File: config.mk
export PLATFORM = sky130hd
export DESIGN_NAME = status_indicator_logic
export DESIGN_NICKNAME = d
export VERILOG_FILES = /design/src/lamp_pkg.sv /design/src/lamp_timebase.sv /design/src/status_indicator_logic.sv
export SDC_FILE = /design/constraint.sdc
export NUM_CORES = 1
export LEC_CHECK = 0
export ABC_CLOCK_PERIOD_IN_PS = 4820
export BUFFER_PORTS_ARGS = -buffer_cell sky130_fd_sc_hd__buf_2
export CORE_UTILIZATION = 40
export CTS_CLUSTER_DIAMETER = 80
export CTS_CLUSTER_SIZE = 10
export DETAILED_ROUTE_END_ITERATION = 8
export GPL_TIMING_DRIVEN = 1
export HOLD_SLACK_MARGIN = 0.1
export SYNTH_ARGS = -nofsm -noshare
export SYNTH_HDL_FRONTEND = slang
export SYNTH_SLANG_ARGS = --single-unit
export TNS_END_PERCENT = 50
File: constraint.sdc
create_clock -name core_clk -period 4.82 [get_ports core_clk]
set_input_delay 0.723 -clock core_clk [delete_from_list [all_inputs] [get_ports core_clk]]
set_output_delay 0.723 -clock core_clk [all_outputs]
set_load 0.03 [all_outputs]
File: src/lamp_pkg.sv
package lamp_pkg;

  // ****************************************
  // Timing
  // ****************************************
  localparam int unsigned CLK_FREQ_HZ     = 250_000_000;
  localparam int unsigned TICK_PERIOD_US  = 1000;
  localparam int unsigned TICK_CYCLES     = CLK_FREQ_HZ / 1_000_000 * TICK_PERIOD_US;
  localparam int unsigned BLINK_HALF_MS   = 200;
  localparam int unsigned FLASH_ON_MS     = 200;
  localparam int unsigned FLASH_OFF_MS    = 1000;
  localparam int unsigned FLICKER_HALF_MS = 50;
  localparam int unsigned DOUBLE_GAP_MS   = 200;
  localparam int unsigned DOUBLE_FRAME_MS = 2 * FLASH_ON_MS + DOUBLE_GAP_MS + FLASH_OFF_MS;
  localparam int unsigned FRAME_MS        = 2000;
  localparam int unsigned TICK_COUNT_W    = 18;
  localparam int unsigned FRAME_W         = 11;

  // ****************************************
  // Network states and fault classes
  // ****************************************
  typedef enum logic [1:0] {
    NET_INIT, NET_PREOP, NET_SAFEOP, NET_OP
  } net_state_type;

  typedef enum logic [2:0] {
    FAULT_NONE, FAULT_CONFIG, FAULT_SYNC, FAULT_APP_WDT, FAULT_BOOT, FAULT_IF_WDT
  } net_fault_type;

endpackage : lamp_pkg

File: src/lamp_timebase.sv
`timescale 1ns/1ns
module lamp_timebase
  import lamp_pkg::*;
(
  // Clock and reset
  input  wire logic core_clk,
  input  wire logic rst_n,
  // Pattern outputs and 1 ms tick
  output logic      blink,
  output logic      single_flash,
  output logic      double_flash,
  output logic      flicker,
  output logic      ms_tick
);

  logic [TICK_COUNT_W-1:0] pre_q, pre_d;
  logic [FRAME_W-1:0]      ms_q, ms_d;
  logic [FRAME_W-1:0]      dms_q, dms_d;
  logic                    blink_q, blink_d, sflash_q, sflash_d;
  logic                    dflash_q, dflash_d, flick_q, flick_d;

  always_comb begin
    ms_tick = (pre_q == TICK_COUNT_W'(TICK_CYCLES - 1));
    pre_d   = ms_tick ? '0 : pre_q + 1'b1;
    ms_d    = ms_q;
    dms_d   = dms_q;
    if (ms_tick) begin
      ms_d  = (ms_q == FRAME_W'(FRAME_MS - 1)) ? '0 : ms_q + 1'b1;
      dms_d = (dms_q == FRAME_W'(DOUBLE_FRAME_MS - 1)) ? '0 : dms_q + 1'b1;
    end
    // Blink: 200 ms halves give 2.5 Hz; flicker: 50 ms halves give 10 Hz
    blink_d  = ((ms_q / FRAME_W'(BLINK_HALF_MS)) % 2) == 0;
    flick_d  = ((ms_q / FRAME_W'(FLICKER_HALF_MS)) % 2) == 0;
    // Single flash: 200 ms on, taken modulo 1.2 s of the 1.6 s double counter, so the off time alternates 1 s and 200 ms
    sflash_d = (dms_q % FRAME_W'(FLASH_ON_MS + FLASH_OFF_MS)) < FRAME_W'(FLASH_ON_MS);
    dflash_d = (dms_q < FRAME_W'(FLASH_ON_MS)) ||
               ((dms_q >= FRAME_W'(FLASH_ON_MS + DOUBLE_GAP_MS)) &&
                (dms_q < FRAME_W'(2 * FLASH_ON_MS + DOUBLE_GAP_MS)));
  end

  always_ff @(posedge core_clk or negedge rst_n) begin
    if (!rst_n) begin
      pre_q    <= '0;
      ms_q     <= '0;
      dms_q    <= '0;
      blink_q  <= 1'b0;
      sflash_q <= 1'b0;
      dflash_q <= 1'b0;
      flick_q  <= 1'b0;
    end else begin
      pre_q    <= pre_d;
      ms_q     <= ms_d;
      dms_q    <= dms_d;
      blink_q  <= blink_d;
      sflash_q <= sflash_d;
      dflash_q <= dflash_d;
      flick_q  <= flick_d;
    end
  end

  assign blink        = blink_q;
  assign single_flash = sflash_q;
  assign double_flash = dflash_q;
  assign flicker      = flick_q;

endmodule : lamp_timebase

File: src/status_indicator_logic.sv
// Notes on behaviour
// - Green run lamp on in normal operation; off on no power, hardware or host fault.
// - Unit error lamp on while any unit error is active, otherwise off.
// - Host error lamp on while the host controller reports an error.
// - Network state lamp: off init, blink preop, single flash safeop, on op.
// - Fault lamp: off, blink, single, double, flicker or steady per fault class.
// - Link lamp off without link, steady with link, flicker with traffic.
`timescale 1ns/1ns
module status_indicator_logic
  import lamp_pkg::*;
(
  // Clock and reset
  input  wire logic          core_clk,
  input  wire logic          rst_n,
  // Unit conditions
  input  wire logic          power_good,
  input  wire logic          hw_fault,
  input  wire logic          host_flagged_fault,
  input  wire logic          unit_error,
  input  wire logic          host_error,
  // Network conditions
  input  wire lamp_pkg::net_state_type net_state,
  input  wire lamp_pkg::net_fault_type net_fault,
  input  wire logic          link_up,
  input  wire logic          link_traffic,
  // Lamp drives
  output logic               run_indicator,
  output logic               unit_error_indicator,
  output logic               host_error_indicator,
  output logic               network_state_indicator,
  output logic               network_fault_indicator,
  output logic               link_activity_indicator
);

  import lamp_pkg::*;

  // ****************************************
  // Input synchronisers
  // ****************************************
  // Conditions may come from other clock domains, so all pass two stages
  localparam int unsigned IN_W = 10;
  logic [IN_W-1:0] raw_in, sync1_q, sync2_q;

  assign raw_in = {power_good, hw_fault, host_flagged_fault, unit_error, host_error,
                   net_state, link_up, link_traffic, 1'b0};

  always_ff @(posedge core_clk or negedge rst_n) begin
    if (!rst_n) begin
      sync1_q <= '0;
      sync2_q <= '0;
    end else begin
      sync1_q <= raw_in;
      sync2_q <= sync1_q;
    end
  end

  logic [2:0] fault_s1_q, fault_s2_q;
  always_ff @(posedge core_clk or negedge rst_n) begin
    if (!rst_n) begin
      fault_s1_q <= '0;
      fault_s2_q <= '0;
    end else begin
      fault_s1_q <= net_fault;
      fault_s2_q <= fault_s1_q;
    end
  end

  logic          s_power, s_hw, s_hflag, s_uerr, s_herr, s_link, s_traffic;
  net_state_type s_state;
  net_fault_type s_fault;
  assign s_power   = sync2_q[9];
  assign s_hw      = sync2_q[8];
  assign s_hflag   = sync2_q[7];
  assign s_uerr    = sync2_q[6];
  assign s_herr    = sync2_q[5];
  assign s_state   = net_state_type'(sync2_q[4:3]);
  assign s_link    = sync2_q[2];
  assign s_traffic = sync2_q[1];
  assign s_fault   = net_fault_type'(fault_s2_q);

  // ****************************************
  // Shared time base
  // ****************************************
  logic pat_blink, pat_single, pat_double, pat_flicker, ms_tick;

  lamp_timebase u_timebase (
    .core_clk     (core_clk),
    .rst_n        (rst_n),
    .blink        (pat_blink),
    .single_flash (pat_single),
    .double_flash (pat_double),
    .flicker      (pat_flicker),
    .ms_tick      (ms_tick)
  );

  // ****************************************
  // Lamp selection
  // ****************************************
  logic run_d, uerr_d, herr_d, nst_d, nflt_d, lnk_d;
  logic run_q, uerr_q, herr_q, nst_q, nflt_q, lnk_q;

  always_comb begin
    run_d  = s_power && !s_hw && !s_hflag;
    uerr_d = s_uerr;
    herr_d = s_herr;
    case (s_state)
      NET_INIT:   nst_d = 1'b0;
      NET_PREOP:  nst_d = pat_blink;
      NET_SAFEOP: nst_d = pat_single;
      NET_OP:     nst_d = 1'b1;
      default:    nst_d = 1'b0;
    endcase
    case (s_fault)
      FAULT_NONE:    nflt_d = 1'b0;
      FAULT_CONFIG:  nflt_d = pat_blink;
      FAULT_SYNC:    nflt_d = pat_single;
      FAULT_APP_WDT: nflt_d = pat_double;
      FAULT_BOOT:    nflt_d = pat_flicker;
      FAULT_IF_WDT:  nflt_d = 1'b1;
      default:       nflt_d = 1'b0;
    endcase
    // Traffic without a link cannot be real, so the link qualifies it
    if (!s_link) begin
      lnk_d = 1'b0;
    end else if (s_traffic) begin
      lnk_d = pat_flicker;
    end else begin
      lnk_d = 1'b1;
    end
  end

  always_ff @(posedge core_clk or negedge rst_n) begin
    if (!rst_n) begin
      run_q  <= 1'b0;
      uerr_q <= 1'b0;
      herr_q <= 1'b0;
      nst_q  <= 1'b0;
      nflt_q <= 1'b0;
      lnk_q  <= 1'b0;
    end else begin
      run_q  <= run_d;
      uerr_q <= uerr_d;
      herr_q <= herr_d;
      nst_q  <= nst_d;
      nflt_q <= nflt_d;
      lnk_q  <= lnk_d;
    end
  end

  assign run_indicator           = run_q;
  assign unit_error_indicator    = uerr_q;
  assign host_error_indicator    = herr_q;
  assign network_state_indicator = nst_q;
  assign network_fault_indicator = nflt_q;
  assign link_activity_indicator = lnk_q;

  // ****************************************
  // Checks
  // ****************************************
  chk_run_lamp_off: assert property (@(posedge core_clk) disable iff (!rst_n)
    (!power_good || hw_fault || host_flagged_fault) [*4] |-> !run_indicator)
    else $error("run lamp lit during a fault");
  chk_unit_err_follow: assert property (@(posedge core_clk) disable iff (!rst_n)
    unit_error [*5] |-> unit_error_indicator)
    else $error("unit error lamp not lit");
  chk_host_err_follow: assert property (@(posedge core_clk) disable iff (!rst_n)
    !host_error [*4] |-> !host_error_indicator)
    else $error("host error lamp lit without error");
  chk_net_op_steady: assert property (@(posedge core_clk) disable iff (!rst_n)
    (net_state == NET_OP) [*5] |-> network_state_indicator)
    else $error("network state lamp not steady in op");
  chk_net_init_off: assert property (@(posedge core_clk) disable iff (!rst_n)
    (net_state == NET_INIT) [*4] |-> !network_state_indicator)
    else $error("network state lamp lit in init");
  chk_fault_wdt_on: assert property (@(posedge core_clk) disable iff (!rst_n)
    (net_fault == FAULT_IF_WDT) [*5] |-> network_fault_indicator)
    else $error("fault lamp not steady on interface timeout");
  chk_fault_none_off: assert property (@(posedge core_clk) disable iff (!rst_n)
    (net_fault == FAULT_NONE) [*4] |-> !network_fault_indicator)
    else $error("fault lamp lit with no fault");
  chk_link_states: assert property (@(posedge core_clk) disable iff (!rst_n)
    (link_up && !link_traffic) [*5] |-> link_activity_indicator)
    else $error("link lamp not steady on idle link");
  chk_tick_spacing: assert property (@(posedge core_clk) disable iff (!rst_n)
    ms_tick |=> !ms_tick [*8])
    else $error("time base ticks too close");

endmodule : status_indicator_logic

==> results, run 1 <==
- The flow ran to the end, and the final reports show no timing, DRC or antenna violations.
- STA classifies the critical path startpoint as a register.
- The total of cells resized after clock tree synthesis is 0.
- The region available for standard cell placement spans 9950 um2.
- The clock sink count is between 70 and 80.
- The H-tree was split into 3 levels.
- The terminating pin of the worst hold path is fault_s2_q[1].
- The cell count after synthesis is 449.
- The die covers about 11,000 um2.
- The number of clock buffers inserted by TritonCTS is 9.
- The worst path in the final design needs a cycle of approximately 4.3 ns, including I/O delays and setup.
- The arrival time at the worst endpoint is 4.61 ns.
- The average detailed-routed wire length per instance is 13.8 um.
- The final cell utilization of the core is between 40 and 50%.
- At the end of the flow, the number of nets in the layout was a little under 500.
- The final setup slack of the worst path is 0.478 ns.
- The longest clock path from root to sink contains 2 buffers.
- Setup repair after global routing left no endpoint under its margin.
- The leakage power figure is 0.00197 uW.
- The detailed router placed 3,301 vias in this run.
- The total setup buffers inserted after CTS is 0.
- The endpoint identified for the worst register-to-register timing path is u_timebase.flicker.
- The width of the die is 104 um.
- The cell at the root of the clock tree is clkbuf_8.
- Once the floorplan was initialized, standard cells occupied approximately two fifths of the core.
- The number of global-route vias before repair came to 3,327.
- The port buffer count is 19.
- The post-synthesis sequential element count is 74.
- The worst setup slack for register-to-register paths is 0.48 ns.
- The number of antenna violations at the first check in global routing is 0.
- The critical register-to-register path startpoint is u_timebase.ms_q[8].
- The detail route stage leaves a number of antenna-violating nets equal to 0.
- For this design the ratio of total power to cell area is between 200 and 300 nW/um2.
- The most used flip-flop cell after synthesis is dfrtp_1.
- The sequential share of the synthesized area is 44.4%.
- The clock transition at the registers of the reported paths is 0.07 ns.
- The average cell area after synthesis is between 9 and 10 um2.
- Of all nets on the critical path, the largest fanout is 15.
- After detailed routing, the number of remaining DRC violations is 0.
- After the first detailed-routing iteration, the DRC count stood at 144.
- The final RePlAce weighted congestion is 0.917.
- The beginning of the worst hold path is fault_s1_q[1].
- The kind of capture point of the worst setup path is a register.
- The worst-case IR drop observed on VDD is 0.224 mV.
- For the worst flop-to-flop path, the logic depth is 15.
- Using the TritonRoute via totals, the vias-per-cell ratio works out to 5.51.
- The distinct cell type count after synthesis is 70.
- The critical path is of the register to register type.
- The post-route netlist has roughly 13% of its cells at a drive strength greater than 1.
- The wire length after detailed routing is 8270 um.
- The total half-perimeter wirelength after legalization and detailed placement is 5880 um.
- In this run the worst hold path is classified as register to register.
- The layout has 965 filler cells.
- The area growth from synthesis to layout is 9.88%.
- OpenSTA, run right after detailed placement, puts the worst setup slack at ~0.53 ns.
- The number of iterations in the first detailed-routing pass is 4.
- The final worst clock skew is 0.00685 ns.
- The number of cells on the worst hold path is 0.
- The largest net degree at the start of global routing is 75.
- In the global route stage, overall resource usage came out at 16.9%.
- The first global-routing pass estimated 14,900 um of wire.
- The achievable clock frequency is 230 MHz.
- The count of standard-cell rows is 36.
- The number of pins with negative max-slew slack in the final report is 0.
- The number of hold violations in the final report is 0.
- Counting every net in the synthesized netlist gives 472.
- The final design area excluding fillers is 4580 um2.
- The critical path data required time is 5.08 ns.
- The total of warnings raised by yosys is 0.
- The total power draw is 1150 uW.
- Setup total negative slack on the finished layout was measured at 0 ns.
- The post-synthesis async set-or-reset flop share is 100%.
- The synthesized design contains 0 enable-type register cells.
- During I/O placement, the number of pins put on the boundary was 20.
- At the pin with the least slew margin, the transition time is approximately 0.95 ns.
- Setup violations remaining at the end of the flow were counted as 0.
- The number of antenna diodes in the final layout is 0.
- The CTS tree is done.
- The source-to-sink clock delay at the later pin of the worst-skew pair is about 0.34 ns.
- The quantity of hold-fixing buffers added after cts is 0.
- The die is 104 um tall.
- The normalized max-slew margin is 36.1%.
- After global routing the overflow that remains totals 0.
- The cell area after placement is 4380 um2.
- The share of the clock period used by the worst path is 90.1%.
- The total standard cell area after synthesis is approximately 4200 um2.
- Across the run, the number of max-cap violations was 0.
cells in the mapped netlist, types with 9 or more instances:
cell / n / area share [%]
dfrtp_1: 74 / 44
nand2_1: 41 / 3.7
nor2_1: 36 / 3.2
o21ai_0: 36 / 4.3
a21oi_1: 33 / 4.0
nand3_1: 18 / 2.2
clkbuf_1: 17 / 1.5
xnor2_1: 15 / 3.2
and3_1: 13 / 2.0
inv_1: 13 / 1.2
ha_1: 9 / 2.7
nor3_1: 9 / 1.1
per-layer routing:
metal / global-route usage, % / vias up / wire [um]
met5: 0 / - / 0
met4: 7.86 / 0 / 156
met3: 3.07 / 13 / 226
met2: 27.1 / 57 / 3950
met1: 22.0 / 1583 / 3940
li1: - / 1648 / -
cells by family (layout without fill, tap and decap cells):
kind of cell,after synthesis,in the layout,share of synthesized area (%)
AO/OA/AOI/OAI,127,127,20.9
flip-flops,74,74,44.4
adder cells (fa/ha/maj),10,10,2.94
XOR/XNOR,23,23,4.83
multiplexers,7,7,1.71
AND/OR/NAND/NOR,173,173,21.6
buffers and inverters,35,52,3.54
layout by cell type (no fill, tap or decap), types with 9 or more instances in the layout:
cell | Yosys | final
dfrtp_1 | 74 | 74
nand2_1 | 41 | 41
o21ai_0 | 36 | 36
nor2_1 | 36 | 36
a21oi_1 | 33 | 33
nand3_1 | 18 | 18
buf_2 | 2 | 18
xnor2_1 | 15 | 15
inv_1 | 13 | 13
and3_1 | 13 | 13
clkbuf_8 | 0 | 12
nor3_1 | 9 | 9
ha_1 | 9 | 9
worst max path at each step:
stage / depth (start not counted) / end / startpoint
2_1_floorplan: 17 / u_timebase.flicker / u_timebase.ms_q[7]
3_3_place_gp: 15 / u_timebase.flicker / u_timebase.ms_q[8]
3_5_place_dp: 15 / u_timebase.flicker / u_timebase.ms_q[8]
4_1_cts: 15 / u_timebase.flicker / u_timebase.ms_q[8]
5_1_grt: 15 / u_timebase.flicker / u_timebase.ms_q[8]
6_report: 15 / u_timebase.flicker / u_timebase.ms_q[8]
state kept, by name, indices dropped and copies added (netlist names), 3 cells and up:
| signal | cells |
|---|---|
| u_timebase.pre_q | 18 |
| fault_s2_q | 3 |
| u_timebase.ms_q | 11 |
| sync2_q | 9 |
| u_timebase.dms_q | 11 |
| fault_s1_q | 3 |
| sync1_q | 9 |
per-stage QoR:
| step | instances | hold slack, ns |
|---|---|---|
| after floorplan | 449 | 0.331 |
| after global placement | 584 | 0.333 |
| after detailed placement | 584 | 0.335 |
| after CTS | 599 | 0.348 |
| after global routing | 599 | 0.363 |
| final | 599 | 0.344 |
layout make-up:
class	instances	area, um2	area share (%)
Clock buffer	13	169	3.69
Tap cell	133	166	3.63
Multi-Input combinational cell	340	2170	47.5
Clock inverter	2	35.0	0.765
Timing Repair Buffer	23	128	2.79
Sequential cell	74	1850	40.4
Inverter	14	55.1	1.20
critical path, stage by stage, from the launching register on:
cell	delay (ns)
dfrtp_1	0.54
or3_4	0.47
and2_1	0.17
ha_1	0.31
nor2b_1	0.24
nand3_1	0.18
o311ai_1	0.39
o21a_1	0.26
o21a_4	0.20
o21ai_1	0.11
a211oi_2	0.39
o221ai_2	0.17
o2bb2ai_1	0.35
mux2i_1	0.23
o211ai_1	0.11
a21oi_1	0.14
report_power, final:
group	total (uW)	internal (uW)	switching (uW)
logic	27.1	7.21	19.9
clock network	484	278	206
registers	637	634	3.79
total	1150	919	229
No activity file was read; power rests on OpenSTA's default activity.
==> run 2: changes to the inputs <==
--- a/config.mk
+++ b/config.mk
@@ -5,6 +5,7 @@
 export SDC_FILE = /design/constraint.sdc
 export NUM_CORES = 1
 export LEC_CHECK = 0
+export ABC_AREA = 1
 export ABC_CLOCK_PERIOD_IN_PS = 4820
 export BUFFER_PORTS_ARGS = -buffer_cell sky130_fd_sc_hd__buf_2
 export CORE_UTILIZATION = 40
==> run 2 against run 1 <==
Register-to-register slack improved by 0.87 ns. Synthesized cell count grew 14%. Sequential share of layout area hardly changed. Clock skew grew 0.0063 ns. Critical endpoint unchanged.
==> results, run 2 <==
- The critical path data required time is 5.07 ns.
- The floorplan step defined a die boundary enclosing roughly 11,000 um2.
- The number of pins with negative max-slew slack in the final report came to 0.
- The area share of the leading cell type in the synthesized netlist is roughly 45%.
- Yosys attributes the largest share of cell area to dfrtp_1 (45%), nand2_1 (9.4%), inv_1 (6.7%).
- The clock tree buffer depth is 2.
- Setup repair after global routing left no endpoint under its margin.
- Of all cell types, the one taking the most synthesized area is dfrtp_1.
- Max-cap violations in this run came to 0.
- The Yosys step of the flow raised 0 warnings.
- The final cell utilization of the core is 46.4%.
- The cell that appears most often on the critical path is nand2_1.
- Cells with a size suffix above 1 make up 14.3% of the layout.
- CTS saw 74 sinks.
- A synthesized cell averages approximately 8 um2.
- The width of the die is between 100 and 150 um.
- STA classifies the critical path endpoint as a register.
- Row generation in the floorplan step produced 36 rows.
- The post-synthesis sequential element count is 74.
- Including well taps, the total number of placed cells is 661.
- Across every metal layer, demand over resource in global routing totals 17.0%.
- The share of total power dissipated in the clock network is 42.7%.
- Power spread over the standard cell area amounts to roughly 250 nW/um2.
- The transition time at the pin with the least slew margin is 0.974 ns.
- The cell count after synthesis is 511.
- The region available for standard cell placement spans 9860 um2.
- The number of gates resized after CTS was 0.
- The final route contains approximately 3,400 vias.
- The iteration-0 DRC count of the detailed router is between 100 and 150.
- The number of levels in the clock H-tree is 3.
- The final RePlAce weighted congestion is between 0.8 and 0.9.
- The largest registers in the layout are u_timebase.pre_q (18), u_timebase.dms_q (11), u_timebase.ms_q (11).
- The sum of met3 wire segment lengths after detailed routing is 289 um.
- The post-synth net total is 534.
- In the routed layout, each cell is associated on average with a via count of 4.99.
- For this design the total switching power over the nets is 261 uW.
- After clock tree synthesis, the flow added hold-fix buffers numbering 0.
- The number of global-route vias before repair is around 3,200.
- The sequential share of the synthesized area is between 40% and 50%.
- The distinct cell type count after synthesis is 46.
- The global-route wire length before repair is between 10,000 and 15,000 um.
- The post-synthesis async set-or-reset flop share is 100%.
- The worst pin sits at a relative slew slack of 35.1%.
- The net count reported at finish is 562.
- For the worst setup path, the data arrival time is between 3 and 4 ns.
- The final instance count without filler cells is 677.
- Combinational logic burns 2.4% of the power.
- The average detailed-routed wire length per instance is 11.7 um.
- The number of antenna violations at the first check in global routing is 0.
- The wire length after detailed routing is 7910 um.
- The largest fanout on the critical path is 9.
- The final worst clock skew is 0.0131 ns.
- Once detail routing completed, the nets flagged for antenna violations numbered 0.
- Once the floorplan was initialized, standard cells occupied 41.7% of the core.
- The die is between 100 and 150 um tall.
- The number of flip-flops in the largest register is 18.
- During I/O placement, the number of pins put on the boundary was 20.
- The number of antenna cells inserted is 0.
- In this run the tool buffered the top-level ports with 19 buffer cells.
- The tightest min-delay check is of the register to register type.
- By instance count, the leading cell after synthesis is nand2_1.
- Entering global routing, the biggest net connects 48 pins.
- In this run switching power makes up between 20% and 30% of total power.
- The path type of the worst setup path is register to register.
- The category of the worst setup path launch point is a register.
- In the final routing, the length of wire on met1 measures 3810 um.
- Ranked by instance count, the synthesized netlist is headed by nand2_1 (103), dfrtp_1 (74), inv_1 (73).
- More flip-flops sit in one register than any other, and that register is u_timebase.pre_q.
- The internal cell power is about 900 uW.
- The run finished with clean final reports.
- The register share of total power is a little over half.
- In the layout the commonest cells are nand2_1 (103), dfrtp_1 (74), inv_1 (73).
- The final critical-path required period is 3.47 ns.
- The total setup buffers inserted after CTS is 0.
- For this run, design rule violations remaining after detail routing come to 0.
- The total length of routed met2 wires is 3730 um.
- The layout filler cell count is 985.
- The cell at the root of the clock tree is clkbuf_8.
- The worst register-to-register path has a setup slack of between 1 and 1.5 ns.
- Global routing finished with a remaining overflow of 0.
- TritonCTS built the clock tree.
- The share of the clock period used by the worst path is between 70% and 80%.
- The first detailed-routing pass took 4 iterations.
- The most common library cell in the layout ignoring fill and taps is nand2_1.
- Among all flip-flop cells after synthesis, the most frequent one is dfrtp_1.
- The sum of buffers and inverters on the critical path is 3.
- Setup violations remaining at the end of the flow were counted as 0.
- The highest cell delay on the worst timing path is 0.45 ns.
- The number of hold violations in the final report is 0.
- The mapped netlist covers 4110 um2.
- The cell type of the slowest stage on the worst timing path is dfrtp_1.
- The clock transition at the registers of the reported paths is approximately 0.09 ns.
- In this run the top signal layer used is met4.
- The aggregate negative setup slack is 0 ns.
- The source-to-sink clock delay at the later pin of the worst-skew pair is 0.36 ns.
- The leakage power figure is 0.00226 uW.
- The achievable clock frequency is ~290 MHz.
- VDD sags by at most 0.151 mV.
- TritonCTS created 9 clock buffers.
- Relative to the synthesized area, the layout overhead comes to 11.3%.
- The kind of cell with the highest combined delay along the critical path is simple AND/OR/NAND/NOR gates.
- The total half-perimeter wirelength after legalization and detailed placement is 5940 um.
- Counting flops with a built-in enable in the synthesized netlist gives 0.
[run 2: cell count changes after synthesis, sizes merged, moves of 14 or more]
cell	delta
nand4	+16
o21ai	-14
nor2	+25
nand2	+77
inv	+64
clkbuf	-15
xnor2	-14
nand3	+17
[run 2: per-stage QoR]
| step | setup WS, ns | total power (uW) | instance area, um2 | hold slack, ns |
|---|---|---|---|---|
| global route | 0.955 | 1210 | 4580 | 0.361 |
| floorplan | 1.79 | 656 | 4110 | 0.331 |
| detailed placement | 1.37 | 678 | 4370 | 0.338 |
| finish | 1.35 | 1160 | 4580 | 0.353 |
| CTS | 1.35 | 1180 | 4580 | 0.356 |
| global placement | 1.50 | 677 | 4370 | 0.332 |
[run 2: worst register-to-register path: cells and delay by family, from the launching register on]
family                     cells  cell delay (ns)
DFF                            1             0.45
and+or+nand+nor               21             2.33
adders and majority gates      1             0.28
buffers and inverters          3             0.19
AOI/OAI and AO/OA              1             0.11
[run 2: layer usage]
metal | up-vias | global-route usage, %
met5 | - | 0
met4 | 0 | 4.33
met3 | 9 | 6.05
met2 | 48 | 27.4
met1 | 1590 | 21.7
li1 | 1732 | -
[run 2: logic make-up (layout without fill, tap and decap cells)]
kind of cell | after synthesis | count (layout) | synth area share [%]
compound gates | 67 | 67 | 9.64
fa+ha+maj | 9 | 9 | 2.74
simple gates | 265 | 265 | 32.4
xor+xnor | 10 | 10 | 2.13
flops | 74 | 74 | 45.0
buf+inv | 86 | 119 | 8.12
[run 2: final timing paths]
kind / start / to / cells past startpoint
worst max-delay path: u_timebase.ms_q[7] / u_timebase.flicker / 26
worst min-delay path: sync1_q[1] / sync2_q[1] / 0
worst max register to register: u_timebase.ms_q[7] / u_timebase.flicker / 26
worst min register to register: sync1_q[1] / sync2_q[1] / 0
max in group asynchronous: rst_n / u_timebase.pre_q[17] / 2
min in group asynchronous: rst_n / sync1_q[9] / 1
[run 2: power groups by stage]
stage	Combinational, uW	Clock, uW	Sequential (uW)
2_1_floorplan	2.18	0	654
3_3_place_gp	28.5	0	649
3_5_place_dp	28.8	0	650
4_1_cts	29.2	515	637
5_1_grt	32.3	542	639
6_report	27.5	495	637
[run 2: area by class of cell]
cell class / instances / area [um2] / share of cell area (%)
multi-input combinational: 351 / 1930 / 42.1
clock inverter: 6 / 72.6 / 1.59
timing repair buffer: 21 / 110 / 2.41
inverter: 82 / 310 / 6.78
sequential: 74 / 1850 / 40.5
tap: 133 / 166 / 3.64
clock buffer: 10 / 138 / 3.01
==> run 3: changes to the inputs <==
--- a/config.mk
+++ b/config.mk
@@ -6,7 +6,7 @@
 export NUM_CORES = 1
 export LEC_CHECK = 0
 export ABC_AREA = 1
-export ABC_CLOCK_PERIOD_IN_PS = 4820
+export ABC_CLOCK_PERIOD_IN_PS = 2900
 export BUFFER_PORTS_ARGS = -buffer_cell sky130_fd_sc_hd__buf_2
 export CORE_UTILIZATION = 40
 export CTS_CLUSTER_DIAMETER = 80
==> constraint.sdc (replaced) <==
create_clock -name core_clk -period 2.9 [get_ports core_clk]
set_input_delay 0.435 -clock core_clk [delete_from_list [all_inputs] [get_ports core_clk]]
set_output_delay 0.435 -clock core_clk [all_outputs]
set_load 0.03 [all_outputs]
==> run 3 against run 2 <==
The flow now finishes with violations (negative setup slack). Flip-flop and latch count stayed put. Power increased by 60%. Clock-buffer cell count unchanged. Non-clock buffer count rose by 37. Combinational power up 71%. Critical endpoint unchanged. Via count rose by 2.6%. Sequential power grew 66%. Wire length up 2.4%. Sequential share of layout area fell by 2.6 points. Clock skew down 0.0046 ns.
==> results, run 3 (synthesis results as in run 2) <==
- The core region area is 9860 um2.
- For this design, the slowest cell found on the critical path is dfrtp_1.
- The die covers roughly 11,000 um2.
- The logic depth of the worst register-to-register path is 25.
- The total power per unit cell area is 379 nW/um2.
- The number of levels in the clock H-tree is 3.
- Clock skew on the completed layout was measured at 0.00851 ns.
- The most repeated library cell on the critical path is nand2_1.
- The worst register-to-register path begins at u_timebase.ms_q[6].
- Net switching is between 20% and 30% of the power.
- The combinational group share of total power is 2.5%.
- After detailed routing, the number of vias per cell comes to 4.86.
- Measured along the x axis, the die boundary spans a little over 100 um.
- IR analysis of the VDD net gives a maximum drop of 0.274 mV.
- The setup violation total in the final timing report is 1.
- On the final layout, the worst hold slack is 0.127 ns.
- The aggregate negative setup slack is -0.201 ns.
- The tightest min-delay check is of the input pin to async pin type.
- The later pin in the worst-skew pair is clocked with a latency of 0.35 ns.
- At the placement stage, the worst setup path has a slack of -0.230 ns.
- The met2 demand-to-capacity share in global routing is 29.1%.
- The number of antenna violations at the first check in global routing was 0.
- The net count reported at finish is roughly 600.
- The number of flip-flops in the largest register is 18.
- The final RePlAce weighted congestion is 0.856.
- Clock-pin slew was measured on the worst setup and hold paths at 0.07 ns.
- The routing usage on met1 is 21.5%.
- Once detailed placement completed, the half-perimeter wirelength came to 6110 um.
- Sequential cells account for a little under three fifths of the total power.
- The number of routed nets with antenna violations is 0.
- After detailed routing, the average wire length per cell comes to 11.4 um.
- The largest registers in the layout are u_timebase.pre_q (18), u_timebase.dms_q (11), u_timebase.ms_q (11).
- Setup repair after global routing could not meet its margin everywhere.
- 20 I/O pins were placed.
- The fraction of layout instances using a drive strength above 1 is a little over a fifth.
- The layer carrying the most global-route usage is met2.
- The overall via count from detail_route is approximately 3,500.
- The number of global-route vias before repair is 3,329.
- The first TritonRoute pass finished after 4 iterations.
- The number of antenna diodes in the final layout is 0.
- In the routed design, unresolved DRC markers number 0.
- The transition time at the pin with the least slew margin is 0.488 ns.
- After floorplanning, the core was divided into 36 placement rows.
- The die is 103 um tall.
- In the layout the commonest cells are nand2_1 (99), dfrtp_1 (74), inv_1 (73).
- The clock passes through at most 2 buffers.
- The internal cell power is approximately 1500 uW.
- After the first detailed-routing iteration, the DRC count stood at about 120.
- The library cell used most frequently in the layout, excluding fill and tap cells, is nand2_1.
- The critical path data required time is 3.19 ns.
- The initial utilization of the core area, before any placement, comes to 41.7%.
- Entering global routing, the biggest net connects 39 pins.
- The cell at the root of the clock tree is clkbuf_8.
- The CTS tree is done.
- The normalized max-slew margin is around 67%.
- The worst setup slack for register-to-register paths is -0.20 ns.
- The switching component of the power is between 300 and 400 uW.
- After global routing the overflow that remains totals 0.
- The global-route wire length before repair is 14,400 um.
- The worst setup path is captured at a register.
- The number of clock buffers inserted by TritonCTS is 9.
- The leakage power figure is 0.00246 uW.
- The port buffer count is 19.
- The highest cell delay on the worst timing path is 0.39 ns.
- The share of the clock period used by the worst path is 107%.
- Excluding fillers, the count of instances in the completed layout stands at 713.
- The checks that failed: negative setup slack.
- The number of hold violations in the final report was 0.
- CTS saw 74 sinks.
- The total power draw is 1850 uW.
- Wires add up to 8100 um.
- The smallest clock period supported by the final layout is computed as 3.10 ns.
- Compared with the post-synthesis result, the final layout area differs by 18.9%.
- The total routing resource utilization after global routing is 17.2%.
- After layout, the worst setup slack is -0.201 ns.
- The run finished, with violations left.
- The critical path is of the register to register type.
- The clock network fraction of total power is 40.3%.
- The achievable clock frequency is 323 MHz.
- Counting tap cells, the placed design contains a total of 695 instances.
- The largest fanout on the critical path is 7.
- Global routing used ~4.8% of the available met3 tracks.
- The worst setup path is launched from a register.
- Buffers inserted to repair hold after CTS numbered 0.
- The arrival time at the worst endpoint is ~3.4 ns.
- The register ranked first by flip-flop count is u_timebase.pre_q.
- The number of pins with negative max-slew slack in the final report came to 0.
- The capture point of the worst reg-to-reg path is u_timebase.flicker.
- Max-cap violations in this run came to 0.
[run 3: cell count changes in the layout (fill, tap and decap cells not counted), moves of 2 or more]
cell	delta
buf_4	+36
nand2_1	-4
inv_6	-2
nand2_2	+2
nand2_4	+2
[run 3: worst max-delay path by stage]
stage,startpoint,to,slack (ns)
CTS,u_timebase.ms_q[6],u_timebase.flicker,-0.21
global route,u_timebase.ms_q[6],u_timebase.flicker,-0.47
detailed placement,u_timebase.ms_q[6],u_timebase.flicker,-0.23
global placement,u_timebase.ms_q[6],u_timebase.flicker,-0.16
finish,u_timebase.ms_q[6],u_timebase.flicker,-0.20
floorplan,u_timebase.ms_q[6],u_timebase.flicker,-0.05
[run 3: final cells by class]
cell class                      count  area, um2
Clock buffer                       10        128
Fill cell                         936       4970
Clock inverter                      5       56.3
Tap cell                          133        166
Multi-Input combinational cell    351       1980
Timing Repair Buffer               58        400
Inverter                           82        314
Sequential cell                    74       1850
[run 3: timing repair]
item,4_1_cts,5_1_grt
resized for setup,4,7
setup buffers,3,0
pin swaps,9,4
setup endpoints to repair,1,2
endpoints found under the hold margin,0,0
[run 3: critical path, delay by kind of cell (launching register included)]
| family | cells | cell delay (ns) |
|---|---|---|
| AND/OR/NAND/NOR | 19 | 1.98 |
| flip-flops | 1 | 0.39 |
| buffers and inverters | 4 | 0.32 |
| adder cells (fa/ha/maj) | 1 | 0.27 |
| AO/OA/AOI/OAI | 1 | 0.08 |
[run 3: per-layer routing]
metal / routed length, um / share of wire (%) / vias up
li1: - / - / 1820
met1: 3950 / 49 / 1597
met2: 3820 / 47 / 44
met3: 249 / 3.1 / 7
met4: 72 / 0.89 / 0
met5: 0 / 0 / -
[run 3: metrics by stage]
| step | cell area [um2] | utilization, % |
|---|---|---|
| floorplan | 4120 | - |
| global placement | 4630 | 46.9 |
| detailed placement | 4630 | 46.9 |
| CTS | 4860 | 49.3 |
| global route | 4890 | 49.6 |
| finish | 4890 | 49.6 |
[run 3: power groups by stage]
| stage | Clock [uW] | Sequential [uW] | Combinational (uW) |
|---|---|---|---|
| global route | 814 | 1060 | 54.6 |
| CTS | 778 | 1060 | 49.5 |
| global placement | 0 | 1080 | 48.1 |
| detailed placement | 0 | 1080 | 49.3 |
| floorplan | 0 | 1090 | 3.62 |
| finish | 746 | 1060 | 47.1 |
